--- config.mk ---
export PLATFORM = sky130hd
export DESIGN_NAME = sae_alarm_evaluator
export DESIGN_NICKNAME = d
export VERILOG_FILES = /design/src/verilog/sae_pkg.sv /design/src/verilog/sae_alarm_evaluator.sv
export VERILOG_INCLUDE_DIRS = /design/src /design/src/verilog
export SDC_FILE = /design/constraint.sdc
export NUM_CORES = 2
export LEC_CHECK = 0
export BUFFER_PORTS_ARGS = -buffer_cell sky130_fd_sc_hd__clkbuf_2
export CAP_MARGIN = 40
export CORE_ASPECT_RATIO = 0.8
export CORE_MARGIN = 2
export CORE_UTILIZATION = 55
export CTS_CLUSTER_SIZE = 12
export DETAILED_ROUTE_END_ITERATION = 12
export PLACE_DENSITY = 0.7
export SKIP_LAST_GASP = 1
export SLEW_MARGIN = 20
export SYNTH_ARGS = -nofsm -noshare
export SYNTH_HDL_FRONTEND = slang
export SYNTH_SLANG_ARGS = --single-unit
--- constraint.sdc ---
create_clock -name sys_clk -period 17.9 [get_ports sys_clk]
set_clock_uncertainty 0.1 [all_clocks]
set_input_delay 2.685 -clock sys_clk [delete_from_list [all_inputs] [get_ports sys_clk]]
set_output_delay 2.685 -clock sys_clk [all_outputs]
set_load 0.005 [all_outputs]
--- src/verilog/sae_defines.svh ---
// Constants for the scan channel alarm evaluator: offsets, fields, command codes, sizes.
// Assumes a 32-bit APB master on the same 100 MHz clock.
// Functional notes
// - Four shared alert outputs, numbered one to four
// - Scan reading beyond limit raises assigned alert
// - Scanned alarm goes to reading store and queue
// - Non-scanned alarm goes to queue only
// - One alert output and limit per channel
// - Digital and totalizer alarms work outside scan
// - Mode set restricted by channel kind
// - Window mode: above upper or below lower
// - High mode: strictly above upper limit
// - Low mode: strictly below lower limit
// - Totalizer upper limit is full unsigned 32-bit
// - Window mode rejects upper below lower
// - Digital alarm on match or mismatch
// - Digital value width 8, 16 or 32
// - Oversized digital value rejected with error
// - Masked bits excluded from digital compare
// - Config change or scaling clears alarm, limits
// - Analog channel off scan list: no evaluation, limits kept
// - Back on scan list: evaluation resumes
`ifndef SAE_DEFINES_SVH
`define SAE_DEFINES_SVH

// ==========================================================================
// Register map (byte addresses)
`define SAE_ADDR_SEL      12'h000
`define SAE_ADDR_CFG      12'h004
`define SAE_ADDR_UPPER    12'h008
`define SAE_ADDR_LOWER    12'h00c
`define SAE_ADDR_MASK     12'h010
`define SAE_ADDR_COMMIT   12'h014
`define SAE_ADDR_STATUS   12'h018
`define SAE_ADDR_QCHAN    12'h01c
`define SAE_ADDR_QDATA    12'h020
`define SAE_ADDR_EVENT    12'h024

// ==========================================================================
// Field layout of the configuration word
`define SAE_CFG_MODE_LSB  0
`define SAE_CFG_OUT_LSB   2
`define SAE_CFG_KIND_LSB  4
`define SAE_CFG_WID_LSB   6
`define SAE_CFG_COND_BIT  8
`define SAE_CFG_SCAN_BIT  9

// Commit and event command codes
`define SAE_CMD_WRITE     2'h1
`define SAE_CMD_RECONF    2'h2

// Sizes
`define SAE_NCHAN         8
`define SAE_QDEPTH        8
`define SAE_CH_W          3
`define SAE_Q_W           3

`endif

--- src/verilog/sae_pkg.sv ---
// Types for the scan channel alarm evaluator.
// Assumes sae_defines.svh is included where constants are needed.
package sae_pkg;
  // Alarm mode; digital uses none/high as off/on
  typedef enum logic [1:0] {SAE_NONE, SAE_HIGH, SAE_LOW, SAE_WINDOW} sae_mode_t;
  // Channel kind
  typedef enum logic [1:0] {SAE_ANALOG, SAE_DIGITAL, SAE_TOTAL} sae_kind_t;
  // Digital word width
  typedef enum logic [1:0] {SAE_W8, SAE_W16, SAE_W32} sae_wid_t;
endpackage

--- src/verilog/sae_alarm_evaluator.sv ---
// Alarm evaluator: per-channel limits, four alert outputs, alarm queue.
// Assumes readings and APB arrive on sys_clk; reset is synchronous.
//
// The placing of the registers and register access over APB are this design's own decisions.
`include "sae_defines.svh"
`timescale 1ns/100ps
`default_nettype none

module sae_alarm_evaluator (
  input wire logic sys_clk,
  input wire logic sys_rst,
  input wire logic psel,
  input wire logic penable,
  input wire logic pwrite,
  input wire logic [11:0] paddr,
  input wire logic [31:0] pwdata,
  output logic [31:0] prdata,
  output logic pready,
  output logic pslverr,
  input wire logic rd_valid,
  input wire logic [2:0] rd_chan,
  input wire logic [31:0] rd_value,
  input wire logic rd_scanned,
  output logic alert_output_one,
  output logic alert_output_two,
  output logic alert_output_three,
  output logic alert_output_four,
  output logic store_valid,
  output logic [2:0] store_chan,
  output logic [31:0] store_value,
  output logic store_alarm,
  output logic [1:0] store_alert_idx
);

  // ========================================================================
  // Per-channel settings
  sae_pkg::sae_mode_t mode_q [`SAE_NCHAN]; // Alarm mode
  logic [1:0] out_q [`SAE_NCHAN]; // Alert output index
  sae_pkg::sae_kind_t kind_q [`SAE_NCHAN]; // Channel kind
  sae_pkg::sae_wid_t wid_q [`SAE_NCHAN]; // Digital width
  logic cond_q [`SAE_NCHAN]; // 1 = match alarms
  logic scan_q [`SAE_NCHAN]; // Scan list member
  logic [31:0] upper_q [`SAE_NCHAN]; // Upper limit / digital value
  logic [31:0] lower_q [`SAE_NCHAN]; // Lower limit
  logic [31:0] mask_q [`SAE_NCHAN]; // Don't-care bits
  // Staging registers for a commit
  logic [2:0] sel_q;
  logic [9:0] cfg_stage_q;
  logic [31:0] upper_stage_q;
  logic [31:0] lower_stage_q;
  logic [31:0] mask_stage_q;
  logic err_q; // Sticky reject flag
  // Queue storage
  logic [2:0] qchan_q [`SAE_QDEPTH];
  logic [1:0] qidx_q [`SAE_QDEPTH];
  logic [31:0] qval_q [`SAE_QDEPTH];
  logic [`SAE_Q_W-1:0] qwr_q;
  logic [`SAE_Q_W-1:0] qrd_q;
  logic [`SAE_Q_W:0] qcnt_q;
  logic qovf_q;

  // ========================================================================
  // Helpers
  // Value fits the configured digital width
  function automatic logic fits(input sae_pkg::sae_wid_t w, input logic [31:0] v);
    case (w)
      sae_pkg::SAE_W8: fits = (v[31:8] == 24'h000000);
      sae_pkg::SAE_W16: fits = (v[31:16] == 16'h0000);
      default: fits = 1'b1;
    endcase
  endfunction

  // Signed compare a > b for analog readings
  function automatic logic sgt(input logic [31:0] a, input logic [31:0] b);
    sgt = ($signed(a) > $signed(b));
  endfunction

  // ========================================================================
  // APB decode
  logic apb_wr;
  logic apb_rd;
  logic addr_ok;
  logic commit_ok;
  sae_pkg::sae_mode_t st_mode;
  sae_pkg::sae_kind_t st_kind;
  sae_pkg::sae_wid_t st_wid;
  assign apb_wr = psel && penable && pwrite && pready;
  assign apb_rd = psel && penable && !pwrite && pready;
  assign st_mode = sae_pkg::sae_mode_t'(cfg_stage_q[`SAE_CFG_MODE_LSB +: 2]);
  assign st_kind = sae_pkg::sae_kind_t'(cfg_stage_q[`SAE_CFG_KIND_LSB +: 2]);
  assign st_wid = sae_pkg::sae_wid_t'(cfg_stage_q[`SAE_CFG_WID_LSB +: 2]);

  // Address decoding
  always_comb begin
    if (paddr == `SAE_ADDR_SEL) addr_ok = 1'b1;
    else if (paddr == `SAE_ADDR_CFG) addr_ok = 1'b1;
    else if (paddr == `SAE_ADDR_UPPER) addr_ok = 1'b1;
    else if (paddr == `SAE_ADDR_LOWER) addr_ok = 1'b1;
    else if (paddr == `SAE_ADDR_MASK) addr_ok = 1'b1;
    else if (paddr == `SAE_ADDR_COMMIT) addr_ok = 1'b1;
    else if (paddr == `SAE_ADDR_STATUS) addr_ok = 1'b1;
    else if (paddr == `SAE_ADDR_QCHAN) addr_ok = 1'b1;
    else if (paddr == `SAE_ADDR_QDATA) addr_ok = 1'b1;
    else if (paddr == `SAE_ADDR_EVENT) addr_ok = 1'b1;
    else addr_ok = 1'b0;
  end

  // Commit legality: mode per kind, window order, digital width
  always_comb begin
    commit_ok = 1'b1;
    if (st_kind == sae_pkg::SAE_DIGITAL) begin
      commit_ok = (st_mode == sae_pkg::SAE_NONE) || (st_mode == sae_pkg::SAE_HIGH);
      if (!fits(st_wid, upper_stage_q)) commit_ok = 1'b0;
    end else if (st_kind == sae_pkg::SAE_TOTAL) begin
      // Full unsigned range accepted for the count limit
      commit_ok = (st_mode == sae_pkg::SAE_NONE) || (st_mode == sae_pkg::SAE_HIGH);
    end else if (st_mode == sae_pkg::SAE_WINDOW) begin
      commit_ok = !sgt(lower_stage_q, upper_stage_q);
    end
    if (st_kind == sae_pkg::SAE_DIGITAL && st_wid == 2'h3) commit_ok = 1'b0;
  end

  // ========================================================================
  // Bus slave: no wait state, so pready rises on the access cycle
  always_ff @(posedge sys_clk) begin
    if (sys_rst) begin
      pready <= 1'b0;
    end else begin
      pready <= psel && !penable;
    end
  end

  // Error answer for unmapped addresses
  always_ff @(posedge sys_clk) begin
    if (sys_rst) begin
      pslverr <= 1'b0;
    end else begin
      pslverr <= psel && !penable && !addr_ok;
    end
  end

  // Staging registers
  always_ff @(posedge sys_clk) begin
    if (sys_rst) begin
      sel_q <= 3'h0;
      cfg_stage_q <= 10'h000;
      upper_stage_q <= 32'h00000000;
      lower_stage_q <= 32'h00000000;
      mask_stage_q <= 32'h00000000;
    end else if (apb_wr) begin
      if (paddr == `SAE_ADDR_SEL) sel_q <= pwdata[2:0];
      else if (paddr == `SAE_ADDR_CFG) cfg_stage_q <= pwdata[9:0];
      else if (paddr == `SAE_ADDR_UPPER) upper_stage_q <= pwdata;
      else if (paddr == `SAE_ADDR_LOWER) lower_stage_q <= pwdata;
      else if (paddr == `SAE_ADDR_MASK) mask_stage_q <= pwdata;
    end
  end

  // Channel tables: commit, reconfigure event, scan membership
  logic do_commit;
  logic do_reconf;
  assign do_commit = apb_wr && paddr == `SAE_ADDR_COMMIT && pwdata[1:0] == `SAE_CMD_WRITE;
  assign do_reconf = apb_wr && paddr == `SAE_ADDR_EVENT && pwdata[1:0] == `SAE_CMD_RECONF;
  always_ff @(posedge sys_clk) begin
    if (sys_rst) begin
      for (int i = 0; i < `SAE_NCHAN; i++) begin
        mode_q[i] <= sae_pkg::SAE_NONE;
        out_q[i] <= 2'h0;
        kind_q[i] <= sae_pkg::SAE_ANALOG;
        wid_q[i] <= sae_pkg::SAE_W8;
        cond_q[i] <= 1'b0;
        scan_q[i] <= 1'b0;
        upper_q[i] <= 32'h00000000;
        lower_q[i] <= 32'h00000000;
        mask_q[i] <= 32'h00000000;
      end
    end else if (do_reconf) begin
      // Measurement change or scaling on: alarm off, limits cleared
      mode_q[sel_q] <= sae_pkg::SAE_NONE;
      upper_q[sel_q] <= 32'h00000000;
      lower_q[sel_q] <= 32'h00000000;
      mask_q[sel_q] <= 32'h00000000;
    end else if (do_commit && commit_ok) begin
      // One output and one limit set per channel
      mode_q[sel_q] <= st_mode;
      out_q[sel_q] <= cfg_stage_q[`SAE_CFG_OUT_LSB +: 2];
      kind_q[sel_q] <= st_kind;
      wid_q[sel_q] <= st_wid;
      cond_q[sel_q] <= cfg_stage_q[`SAE_CFG_COND_BIT];
      scan_q[sel_q] <= cfg_stage_q[`SAE_CFG_SCAN_BIT];
      upper_q[sel_q] <= upper_stage_q;
      lower_q[sel_q] <= lower_stage_q;
      mask_q[sel_q] <= mask_stage_q;
    end else if (apb_wr && paddr == `SAE_ADDR_CFG && pwdata[31]) begin
      // Scan list membership only; limits retained either way
      scan_q[sel_q] <= pwdata[`SAE_CFG_SCAN_BIT];
    end
  end

  // Sticky reject flag; a new reject wins over the clear
  always_ff @(posedge sys_clk) begin
    if (sys_rst) begin
      err_q <= 1'b0;
    end else if (do_commit && !commit_ok) begin
      err_q <= 1'b1;
    end else if (apb_wr && paddr == `SAE_ADDR_STATUS && pwdata[0]) begin
      err_q <= 1'b0;
    end
  end

  // ========================================================================
  // Evaluation of one delivered reading
  logic hit;
  logic eligible;
  logic [2:0] ch;
  assign ch = rd_chan;
  always_comb begin
    hit = 1'b0;
    case (kind_q[ch])
      sae_pkg::SAE_DIGITAL: begin
        if (mode_q[ch] != sae_pkg::SAE_NONE) begin
          // Masked bits ignored; cond picks match or mismatch
          hit = (((rd_value ^ upper_q[ch]) & ~mask_q[ch]) == 32'h00000000) == cond_q[ch];
        end
      end
      sae_pkg::SAE_TOTAL: begin
        hit = (mode_q[ch] == sae_pkg::SAE_HIGH) && (rd_value > upper_q[ch]);
      end
      default: begin
        case (mode_q[ch])
          sae_pkg::SAE_HIGH: hit = sgt(rd_value, upper_q[ch]);
          sae_pkg::SAE_LOW: hit = sgt(lower_q[ch], rd_value);
          sae_pkg::SAE_WINDOW: hit = sgt(rd_value, upper_q[ch]) || sgt(lower_q[ch], rd_value);
          default: hit = 1'b0;
        endcase
      end
    endcase
  end
  // Analog needs scan membership; digital/total always evaluate
  assign eligible = rd_valid && (scan_q[ch] || kind_q[ch] != sae_pkg::SAE_ANALOG);

  // Alert outputs: one-cycle pulse on the assigned output
  always_ff @(posedge sys_clk) begin
    if (sys_rst) begin
      alert_output_one <= 1'b0;
      alert_output_two <= 1'b0;
      alert_output_three <= 1'b0;
      alert_output_four <= 1'b0;
    end else begin
      alert_output_one <= eligible && hit && out_q[ch] == 2'h0;
      alert_output_two <= eligible && hit && out_q[ch] == 2'h1;
      alert_output_three <= eligible && hit && out_q[ch] == 2'h2;
      alert_output_four <= eligible && hit && out_q[ch] == 2'h3;
    end
  end

  // Reading store port: scanned readings only, alarm flag beside
  always_ff @(posedge sys_clk) begin
    if (sys_rst) begin
      store_valid <= 1'b0;
      store_chan <= 3'h0;
      store_value <= 32'h00000000;
      store_alarm <= 1'b0;
      store_alert_idx <= 2'h0;
    end else begin
      store_valid <= rd_valid && rd_scanned;
      store_chan <= rd_chan;
      store_value <= rd_value;
      store_alarm <= eligible && hit && rd_scanned;
      store_alert_idx <= out_q[ch];
    end
  end

  // ========================================================================
  // Alarm queue: every alarm, scanned or not; drops when full
  logic q_push;
  logic q_pop;
  assign q_push = eligible && hit && qcnt_q != 4'(`SAE_QDEPTH);
  assign q_pop = apb_rd && paddr == `SAE_ADDR_QDATA && qcnt_q != 4'h0;
  always_ff @(posedge sys_clk) begin
    if (sys_rst) begin
      qwr_q <= 3'h0;
    end else if (q_push) begin
      qchan_q[qwr_q] <= rd_chan;
      qval_q[qwr_q] <= rd_value;
      qidx_q[qwr_q] <= out_q[ch];
      qwr_q <= qwr_q + 3'h1;
    end
  end

  // Read pointer and fill count, arrival order kept
  always_ff @(posedge sys_clk) begin
    if (sys_rst) begin
      qrd_q <= 3'h0;
      qcnt_q <= 4'h0;
    end else begin
      if (q_pop) qrd_q <= qrd_q + 3'h1;
      qcnt_q <= qcnt_q + 4'(q_push) - 4'(q_pop);
    end
  end

  // Overflow flag; new overflow wins over the clear
  always_ff @(posedge sys_clk) begin
    if (sys_rst) begin
      qovf_q <= 1'b0;
    end else if (eligible && hit && qcnt_q == 4'(`SAE_QDEPTH)) begin
      qovf_q <= 1'b1;
    end else if (apb_wr && paddr == `SAE_ADDR_STATUS && pwdata[1]) begin
      qovf_q <= 1'b0;
    end
  end

  // Read data, registered for the access cycle
  always_ff @(posedge sys_clk) begin
    if (sys_rst) begin
      prdata <= 32'h00000000;
    end else if (psel && !penable) begin
      if (paddr == `SAE_ADDR_SEL) prdata <= {29'h0, sel_q};
      else if (paddr == `SAE_ADDR_CFG) prdata <= {22'h0, scan_q[sel_q], cond_q[sel_q],
        wid_q[sel_q], kind_q[sel_q], out_q[sel_q], mode_q[sel_q]};
      else if (paddr == `SAE_ADDR_UPPER) prdata <= upper_q[sel_q];
      else if (paddr == `SAE_ADDR_LOWER) prdata <= lower_q[sel_q];
      else if (paddr == `SAE_ADDR_MASK) prdata <= mask_q[sel_q];
      else if (paddr == `SAE_ADDR_STATUS) prdata <= {24'h0, qcnt_q, 2'h0, qovf_q, err_q};
      else if (paddr == `SAE_ADDR_QCHAN) prdata <= {27'h0, qidx_q[qrd_q], qchan_q[qrd_q]};
      else if (paddr == `SAE_ADDR_QDATA) prdata <= qval_q[qrd_q];
      else prdata <= 32'h00000000;
    end
  end

  // ========================================================================
  // Checks
  chk_high_fires: assert property (@(posedge sys_clk) disable iff (sys_rst)
    (eligible && kind_q[ch] == sae_pkg::SAE_ANALOG && mode_q[ch] == sae_pkg::SAE_HIGH
     && sgt(rd_value, upper_q[ch])) |=> ({alert_output_four, alert_output_three,
     alert_output_two, alert_output_one} == (4'h1 << $past(out_q[ch]))))
    else $error("high alarm missed");
  chk_one_eval: assert property (@(posedge sys_clk) disable iff (sys_rst)
    !rd_valid |=> !(alert_output_one || alert_output_two || alert_output_three
     || alert_output_four || store_valid))
    else $error("output without a reading");
  chk_low_quiet: assert property (@(posedge sys_clk) disable iff (sys_rst)
    (rd_valid && mode_q[ch] == sae_pkg::SAE_LOW && kind_q[ch] == sae_pkg::SAE_ANALOG
     && !sgt(lower_q[ch], rd_value)) |=> !store_alarm)
    else $error("low alarm spurious");
  chk_window_order: assert property (@(posedge sys_clk) disable iff (sys_rst)
    (do_commit && st_kind == sae_pkg::SAE_ANALOG && st_mode == sae_pkg::SAE_WINDOW
     && sgt(lower_stage_q, upper_stage_q)) |=> err_q)
    else $error("window order not rejected");
  chk_width_reject: assert property (@(posedge sys_clk) disable iff (sys_rst)
    (do_commit && st_kind == sae_pkg::SAE_DIGITAL && st_wid == sae_pkg::SAE_W8
     && upper_stage_q[8]) |=> (err_q && $stable(upper_q[sel_q])))
    else $error("wide digital value stored");
  chk_reconf_clear: assert property (@(posedge sys_clk) disable iff (sys_rst)
    do_reconf |=> (mode_q[$past(sel_q)] == sae_pkg::SAE_NONE && upper_q[$past(sel_q)] == 32'h0))
    else $error("reconfigure did not clear");
  chk_unscanned_silent: assert property (@(posedge sys_clk) disable iff (sys_rst)
    (rd_valid && !scan_q[ch] && kind_q[ch] == sae_pkg::SAE_ANALOG) |=> !store_alarm)
    else $error("off-list channel evaluated");
  chk_store_scanned: assert property (@(posedge sys_clk) disable iff (sys_rst)
    (rd_valid && !rd_scanned) |=> !store_valid)
    else $error("non-scanned reading stored");
  chk_queue_push: assert property (@(posedge sys_clk) disable iff (sys_rst)
    (q_push && !q_pop) |=> qcnt_q == $past(qcnt_q) + 4'h1)
    else $error("queue count wrong");
  chk_apb_wait: assert property (@(posedge sys_clk) disable iff (sys_rst)
    (psel && !penable) |=> pready)
    else $error("bus answer late");
  cov_scan_alarm: cover property (@(posedge sys_clk) store_alarm);
  cov_digital_alarm: cover property (@(posedge sys_clk)
    eligible && hit && kind_q[ch] == sae_pkg::SAE_DIGITAL);
  cov_queue_full: cover property (@(posedge sys_clk) qovf_q);
  cov_reject: cover property (@(posedge sys_clk) err_q);

endmodule // sae_alarm_evaluator

`default_nettype wire

Word-level counts from Yosys, hierarchy flattened
Memory sizes are Yosys's and may differ from the RTL's. A register that Yosys moved wholly into a read port is not among the register bits.
Index checks and enable logic that the tools add are counted.
{"block": "word_totals", "output_inout_bits": 77, "ram_bits": 1144, "mem_count": 12, "wordCells": 253, "register_bits": 198, "input_bits": 86}
{"memory": "lower_q", "words": 8, "width": 32, "read_ports": 2, "rd_clocked_by_memory_dff": 1, "wr": 8, "line": "sae_alarm_evaluator.sv:44", "text": "logic [31:0] lower_q [`SAE_NCHAN];"}
{"memory": "mask_q", "words": 8, "width": 32, "read_ports": 2, "rd_clocked_by_memory_dff": 1, "wr": 8, "line": "sae_alarm_evaluator.sv:45", "text": "logic [31:0] mask_q [`SAE_NCHAN];"}
{"memory": "qval_q", "words": 8, "width": 32, "read_ports": 1, "rd_clocked_by_memory_dff": 1, "wr": 1, "line": "sae_alarm_evaluator.sv:56", "text": "logic [31:0] qval_q [`SAE_QDEPTH];"}
{"memory": "upper_q", "words": 8, "width": 32, "read_ports": 2, "rd_clocked_by_memory_dff": 1, "wr": 8, "line": "sae_alarm_evaluator.sv:43", "text": "logic [31:0] upper_q [`SAE_NCHAN];"}
{"memory": "qchan_q", "words": 8, "width": 3, "read_ports": 1, "rd_clocked_by_memory_dff": 1, "wr": 1, "line": "sae_alarm_evaluator.sv:54", "text": "logic [2:0] qchan_q [`SAE_QDEPTH];"}
{"memory": "kind_q", "words": 8, "width": 2, "read_ports": 2, "rd_clocked_by_memory_dff": 1, "wr": 8, "line": "sae_alarm_evaluator.sv:39", "text": "sae_pkg::sae_kind_t kind_q [`SAE_NCHAN];"}
{"memory": "6 more memories"}
{"block": "classes", "magnitude_cmp": 4, "muxes": 105, "n_addsub": 4, "reduce_logical": 66, "bitwise": 12, "eq_ne": 28}
{"operator": "32-bit two-way mux", "n": 14}
{"operator": "32-bit greater-than comparator", "n": 4}
{"operator": "3-bit two-way mux", "n": 33}
{"operator": "32-bit OR reduction", "n": 3}
{"operator": "1-bit two-way mux", "n": 50}
{"operator": "12-bit by 5-bit equality test with 1-bit output (second input constant)", "n": 4}
{"operator": "32-bit bitwise AND", "n": 1}
{"operator": "1-bit logical AND", "n": 32}
{"operator": "32-bit zero test", "n": 1}
{"operator": "32-bit NOT", "n": 1}
{"operator": "32-bit bitwise XOR", "n": 1}
{"operator": "12-bit by 4-bit equality test with 1-bit output (second input constant)", "n": 2}
{"operator": "12-bit by 6-bit equality test with 1-bit output (second input constant)", "n": 2}
{"operator": "24-bit zero test", "n": 1}
{"operator": "2-bit equality test (second input constant)", "n": 9}
{"operator": "16-bit zero test", "n": 1}
{"operator": "2-bit by 1-bit equality test with 1-bit output (second input constant)", "n": 7}
{"operator": "12-bit by 3-bit equality test with 1-bit output (second input constant)", "n": 1}
{"operator": "12-bit zero test", "n": 1}
{"operator": "2-bit two-way mux", "n": 5}
{"operator": "2-bit nonzero test", "n": 4}
{"operator": "2-bit OR reduction", "n": 4}
{"operator": "3-bit by 1-bit adder with 3-bit output (second input constant)", "n": 2}
{"operator": "2-bit zero test", "n": 3}
{"operator": "18 further kinds", "n": 33}

Logic depth before layout (Yosys ltp)
{"block": "logic_depth", "ltp_word": 14, "mapped_depth": 26, "mapped_depth_nobuf": 19}

Worst setup path after synthesis
OpenSTA, ideal clock, no wires.
{"block": "synth_path", "path_type": "input-to-reg", "from": "input port rd_chan[0]", "to": "memory qchan_q[1][0] (enable)", "required_ns": 17.323, "path_stages": 19, "path_buffers": 7, "slack_ns": 8.015, "setup_ns": 0.477, "arrival_ns": 9.308, "cell_sequence": "buf_6 -> buf_6 -> buf_8 -> buf_2 -> buf_1 -> buf_2 -> mux4_2 -> mux2i_1 -> ha_1 -> nor2b_1 -> o21a_1 -> o21ai_0 -> a2111oi_0 -> o31ai_1 -> a41o_1 -> o211ai_1 -> nand4_2 -> buf_6 -> nor3_1"}
{"block": "synth_via", "elab_chain_len": 12, "word_cells_on_any_way": 34, "cone_classes": "3 x order compare; 6 x eq/ne; 6 x mux; 3 x bitwise; 9 x reduce/logical; 7 x memory"}
{"item": "start, declared", "line": "sae_alarm_evaluator.sv:21", "text": "input wire logic [2:0] rd_chan,"}
{"item": "parallel branches: the longest is 7 deep, another holds memory 8 x 32 bit"}
{"item": "1-bit logical AND (*) (2 in a row)", "line": "sae_alarm_evaluator.sv:278", "text": "assign q_push = eligible && hit && qcnt_q != 4'(`SAE_QDEPTH);"}
{"item": "1-bit two-way mux (*)", "line": "sae_alarm_evaluator.sv:283", "text": "end else if (q_push) begin"}
{"item": "1-bit two-way mux (*)", "line": "sae_alarm_evaluator.sv:281", "text": "if (sys_rst) begin"}
{"item": "1-bit two-way mux (implied by the code) (*)", "line": "sae_alarm_evaluator.sv:284", "text": "qchan_q[qwr_q] <= rd_chan;"}
{"item": "end, declared", "line": "sae_alarm_evaluator.sv:54"}
Every way passes the cells marked *.

Worst setup path in the final report
{"block": "layout_path", "from": "input port rd_chan[1]", "to": "register qcnt_q[2]"}
{"block": "layout_via", "elab_chain_len": 11, "word_cells_on_any_way": 33, "cone_classes": "2 x add/sub; 3 x order compare; 6 x eq/ne; 3 x mux; 3 x bitwise; 9 x reduce/logical; 7 x memory"}
{"item": "parallel branches: the longest is 7 deep, another holds memory 8 x 32 bit"}
{"item": "1-bit logical AND (*) (2 in a row)", "line": "sae_alarm_evaluator.sv:278"}
{"item": "4-bit by 1-bit adder with 4-bit output (*)", "line": "sae_alarm_evaluator.sv:298", "text": "qcnt_q <= qcnt_q + 4'(q_push) - 4'(q_pop);"}
{"item": "4-bit by 1-bit subtractor with 4-bit output (*)", "line": "sae_alarm_evaluator.sv:298"}
{"item": "end signal, assigned", "line": "sae_alarm_evaluator.sv:298"}
{"item": "end, declared", "line": "sae_alarm_evaluator.sv:59", "text": "logic [`SAE_Q_W:0] qcnt_q;"}
Marked as above.
A chain may end at the register's enable or synchronous reset.

==> impl_metrics.json <==
{
  "status": "finished, final reports clean",
  "tritoncts": "built",
  "clock_tree.buffer_depth": 3,
  "crit_path_end_kind": "flip-flop",
  "post_route_cells_drive_above_1_share_pct": 21.1,
  "synth_seq_area_share_pct": 59.1,
  "crit_arrival_ns": 9.86,
  "antenna_left": 0,
  "synth_edf_count": 1144,
  "critical_path_class": "in -> reg",
  "ir_drop_v": 0.0000998,
  "synth_cell_types": 74,
  "final.min_clock_period_ns": 9.30,
  "final_core_util_pct": 61.4,
  "finish.cell_count_without_fillers": 6320,
  "pwr-share-comb_pct": 7.0,
  "die_y_um": 311,
  "grt_use_total_pct": 35.4,
  "place.gp.congestion": 0.983,
  "net_switching_fraction_of_the_power_pct": 23.1,
  "power_leakage_nw": 22.8,
  "cts_max_level": 4,
  "wire_per_inst_um": 33.9,
  "dp.final_hpwl_mm": 135,
  "synthTopCellsByCount": "edfxtp_1 (1,144), nor3_1 (863), nand2_1 (473), mux4_2 (459), clkbuf_1 (259)",
  "seqPwrFrac_pct": 52.1,
  "coreArea_um2": 117000,
  "grt_pass1_wl_mm": 308,
  "grt_antenna_before_repair": 14,
  "drv_slew": 0,
  "synth.ff_latch_count": 1348,
  "number_of_input_and_output_port_buffers_inserted": 162,
  "intPower_mw": 5.18,
  "clock.fmax_ghz": 0.108,
  "grt_start_max_net_pins": 226,
  "slew_headroom_pct": 19.3,
  "fin_worst_hold_slack_ns": 0.355,
  "vias_per_cell": 7.14,
  "drc_errors": 0,
  "chipWidth_um": 388,
  "grt_met3_use_pct": 13.8,
  "cp_data_required_time_ns": 18.46,
  "layout_worst_path_cycle_share_pct": 51.9,
  "synth.top_cell.area_share_pct": 52.8,
  "design.final.nets": 4873,
  "total_power_mw": 6.73,
  "cts_num_sinks": 1348,
  "postSynthAreaPerCell_um2": 14.0,
  "tightestPinTransition_ns": 1.21,
  "cellPowerDensity_nw_per_um2": 93.7,
  "dpl.cell_count": 6063,
  "ys.flop_type": "edfxtp_1",
  "synthArstFlopShare_pct": 0,
  "syn_nets": 4852,
  "globalRoute.busiestLayer": "met1",
  "clkTransAtPathRegs_ns": 0.06,
  "initial_core_util_pct": 55.6,
  "top_level_ports": 163,
  "crit_fanout": 79,
  "ctsRootBufferMaster": "clkbuf_16",
  "gr-total-overflow": 0,
  "post_cts.resized_instances": 0,
  "globalRouteMet2Util_pct": 50.0,
  "synthMostInstantiatedCell": "edfxtp_1",
  "cts_buffers": 139,
  "rsz_0062_raised_after_global_routing": "no",
  "reg2reg_depth": 16,
  "max_cap_viol": 0,
  "synthToLayoutAreaGrowth_pct": 10.5,
  "worst_setup_path_start_kind": "input port",
  "cts.hold.buffers_added": 0,
  "ys_top_cells_by_area": "edfxtp_1 (53%), mux4_2 (16%), nor3_1 (6.6%)",
  "share_clk_of_total_power_pct": 40.9,
  "cts_setup_buffers": 0,
  "dr.pass1.iters": 6,
  "globalRouteMet1Util_pct": 50.0,
  "p_sw_mw": 1.55,
  "initialDrtViolationCount": 7605,
  "holdCritPathClass": "reg -> reg",
  "netlist.top_cell.by_area": "edfxtp_1",
  "via_count_of_the_first_global_routing_pass": 42670,
  "cell_rows": 112,
  "timing_hold_violations_final": 0,
  "dr_total_vias": 45123,
  "number_of_instances_in_the_synthesized_netlist": 4651,
  "finalSetupViolations": 0,
  "insertion_delay_ns": 0.79,
  "hold-path-cell-count": 2,
  "die-area_um2": 121000,
  "ys_warns": 0,
  "setup_tns_ns": 0,
  "netlist_area_um2": 65000,
  "drt_wl_total_mm": 214
}
## kinds of logic after synthesis
| logic type | synth area share [%] |
|---|---|
| AO/OA/AOI/OAI | 4.13 |
| XOR/XNOR | 0.0674 |
| adder cells (fa/ha/maj) | 2.23 |
| buffers and inverters | 3.28 |
| flip-flops | 59.1 |
| multiplexers | 20.1 |
| AND/OR/NAND/NOR | 11.1 |
## metal layers
layer	wire [µm]	share of wire, %
met1	77300	36
met2	91300	43
met3	37400	17
met4	8320	3.9
met5	100	0.047
## flip-flops by register name (all words and copies together), names as in the netlist, 8 cells and up, named ones only
name,flops
kind_q,16
scan_q,8
qval_q,256
store_value,32
upper_q,256
out_q,16
mask_q,256
mask_stage_q,32
wid_q,16
mode_q,16
lower_stage_q,32
lower_q,256
qidx_q,16
prdata,32
upper_stage_q,32
qchan_q,24
cfg_stage_q,10
cond_q,8
## stage by stage
stage                     instance area (µm²)  setup slack [ns]
after floorplan                         65000              8.01
after global placement                  66900              7.87
final                                   71800              8.60
after global routing                    71800              8.60
after CTS                               71700              8.49
after detailed placement                67500              7.68
## worst max-delay path, cell delays in order
cell,delay [ns]
buf_8,0.56
buf_4,0.70
buf_4,0.73
mux4_2,0.41
mux2i_1,0.35
ha_1,0.29
nand4_1,0.10
or2_2,0.30
nor4_1,0.52
o31ai_1,0.24
a41o_1,0.28
o211ai_1,0.50
nand4_2,0.61
ha_1,0.49
inv_1,0.05
ha_1,0.14
inv_1,0.06
fa_1,0.41
xor2_1,0.17
nor2_1,0.06
## cell usage in the layout, fill, tap and decap left out, types with 16 or more instances in the layout
master / n
a21oi_1: 175
nand4_1: 26
dfxtp_1: 198
mux2_2: 39
nand2_1: 471
inv_1: 88
clkbuf_16: 144
o22ai_1: 78
mux4_1: 18
clkinv_1: 21
buf_12: 16
edfxtp_1: 1144
clkbuf_2: 159
buf_4: 84
ha_1: 114
nor2_1: 88
mux2i_1: 181
o21ai_0: 53
nor4_1: 17
a21o_1: 36
nor3_1: 854
clkbuf_1: 66
mux4_2: 459
## final cells by class
cell class                 count  area [µm²]
fill                        8749       45100
antenna                        2        5.00
multi-input combinational   2795       24600
tap                         1539        1930
clock buffer                 216        3930
sequential                  1348       38500
timing repair buffer         291        2290
inverter                      97         369
clock inverter                32         245
## worst paths after layout
check,start,endpoint,slack (ns)
worst min register to register,cfg_stage_q[9],cfg_stage_q[9],0.36
worst max-delay path,rd_chan[1],qcnt_q[2],8.60
worst max register to register,upper_stage_q[1],lower_q[5][17],10.60
worst min-delay path,cfg_stage_q[9],cfg_stage_q[9],0.36
## power by group through the flow
| stage | clock, mW | combinational, mW | sequential [mW] |
|---|---|---|---|
| floorplan | 0 | 0.258 | 3.57 |
| detailed placement | 0 | 0.455 | 3.57 |
| global route | 2.87 | 0.487 | 3.51 |
| finish | 2.75 | 0.472 | 3.50 |
| global placement | 0 | 0.441 | 3.57 |
| CTS | 2.76 | 0.458 | 3.50 |
Power figures use the tool's default switching activity.
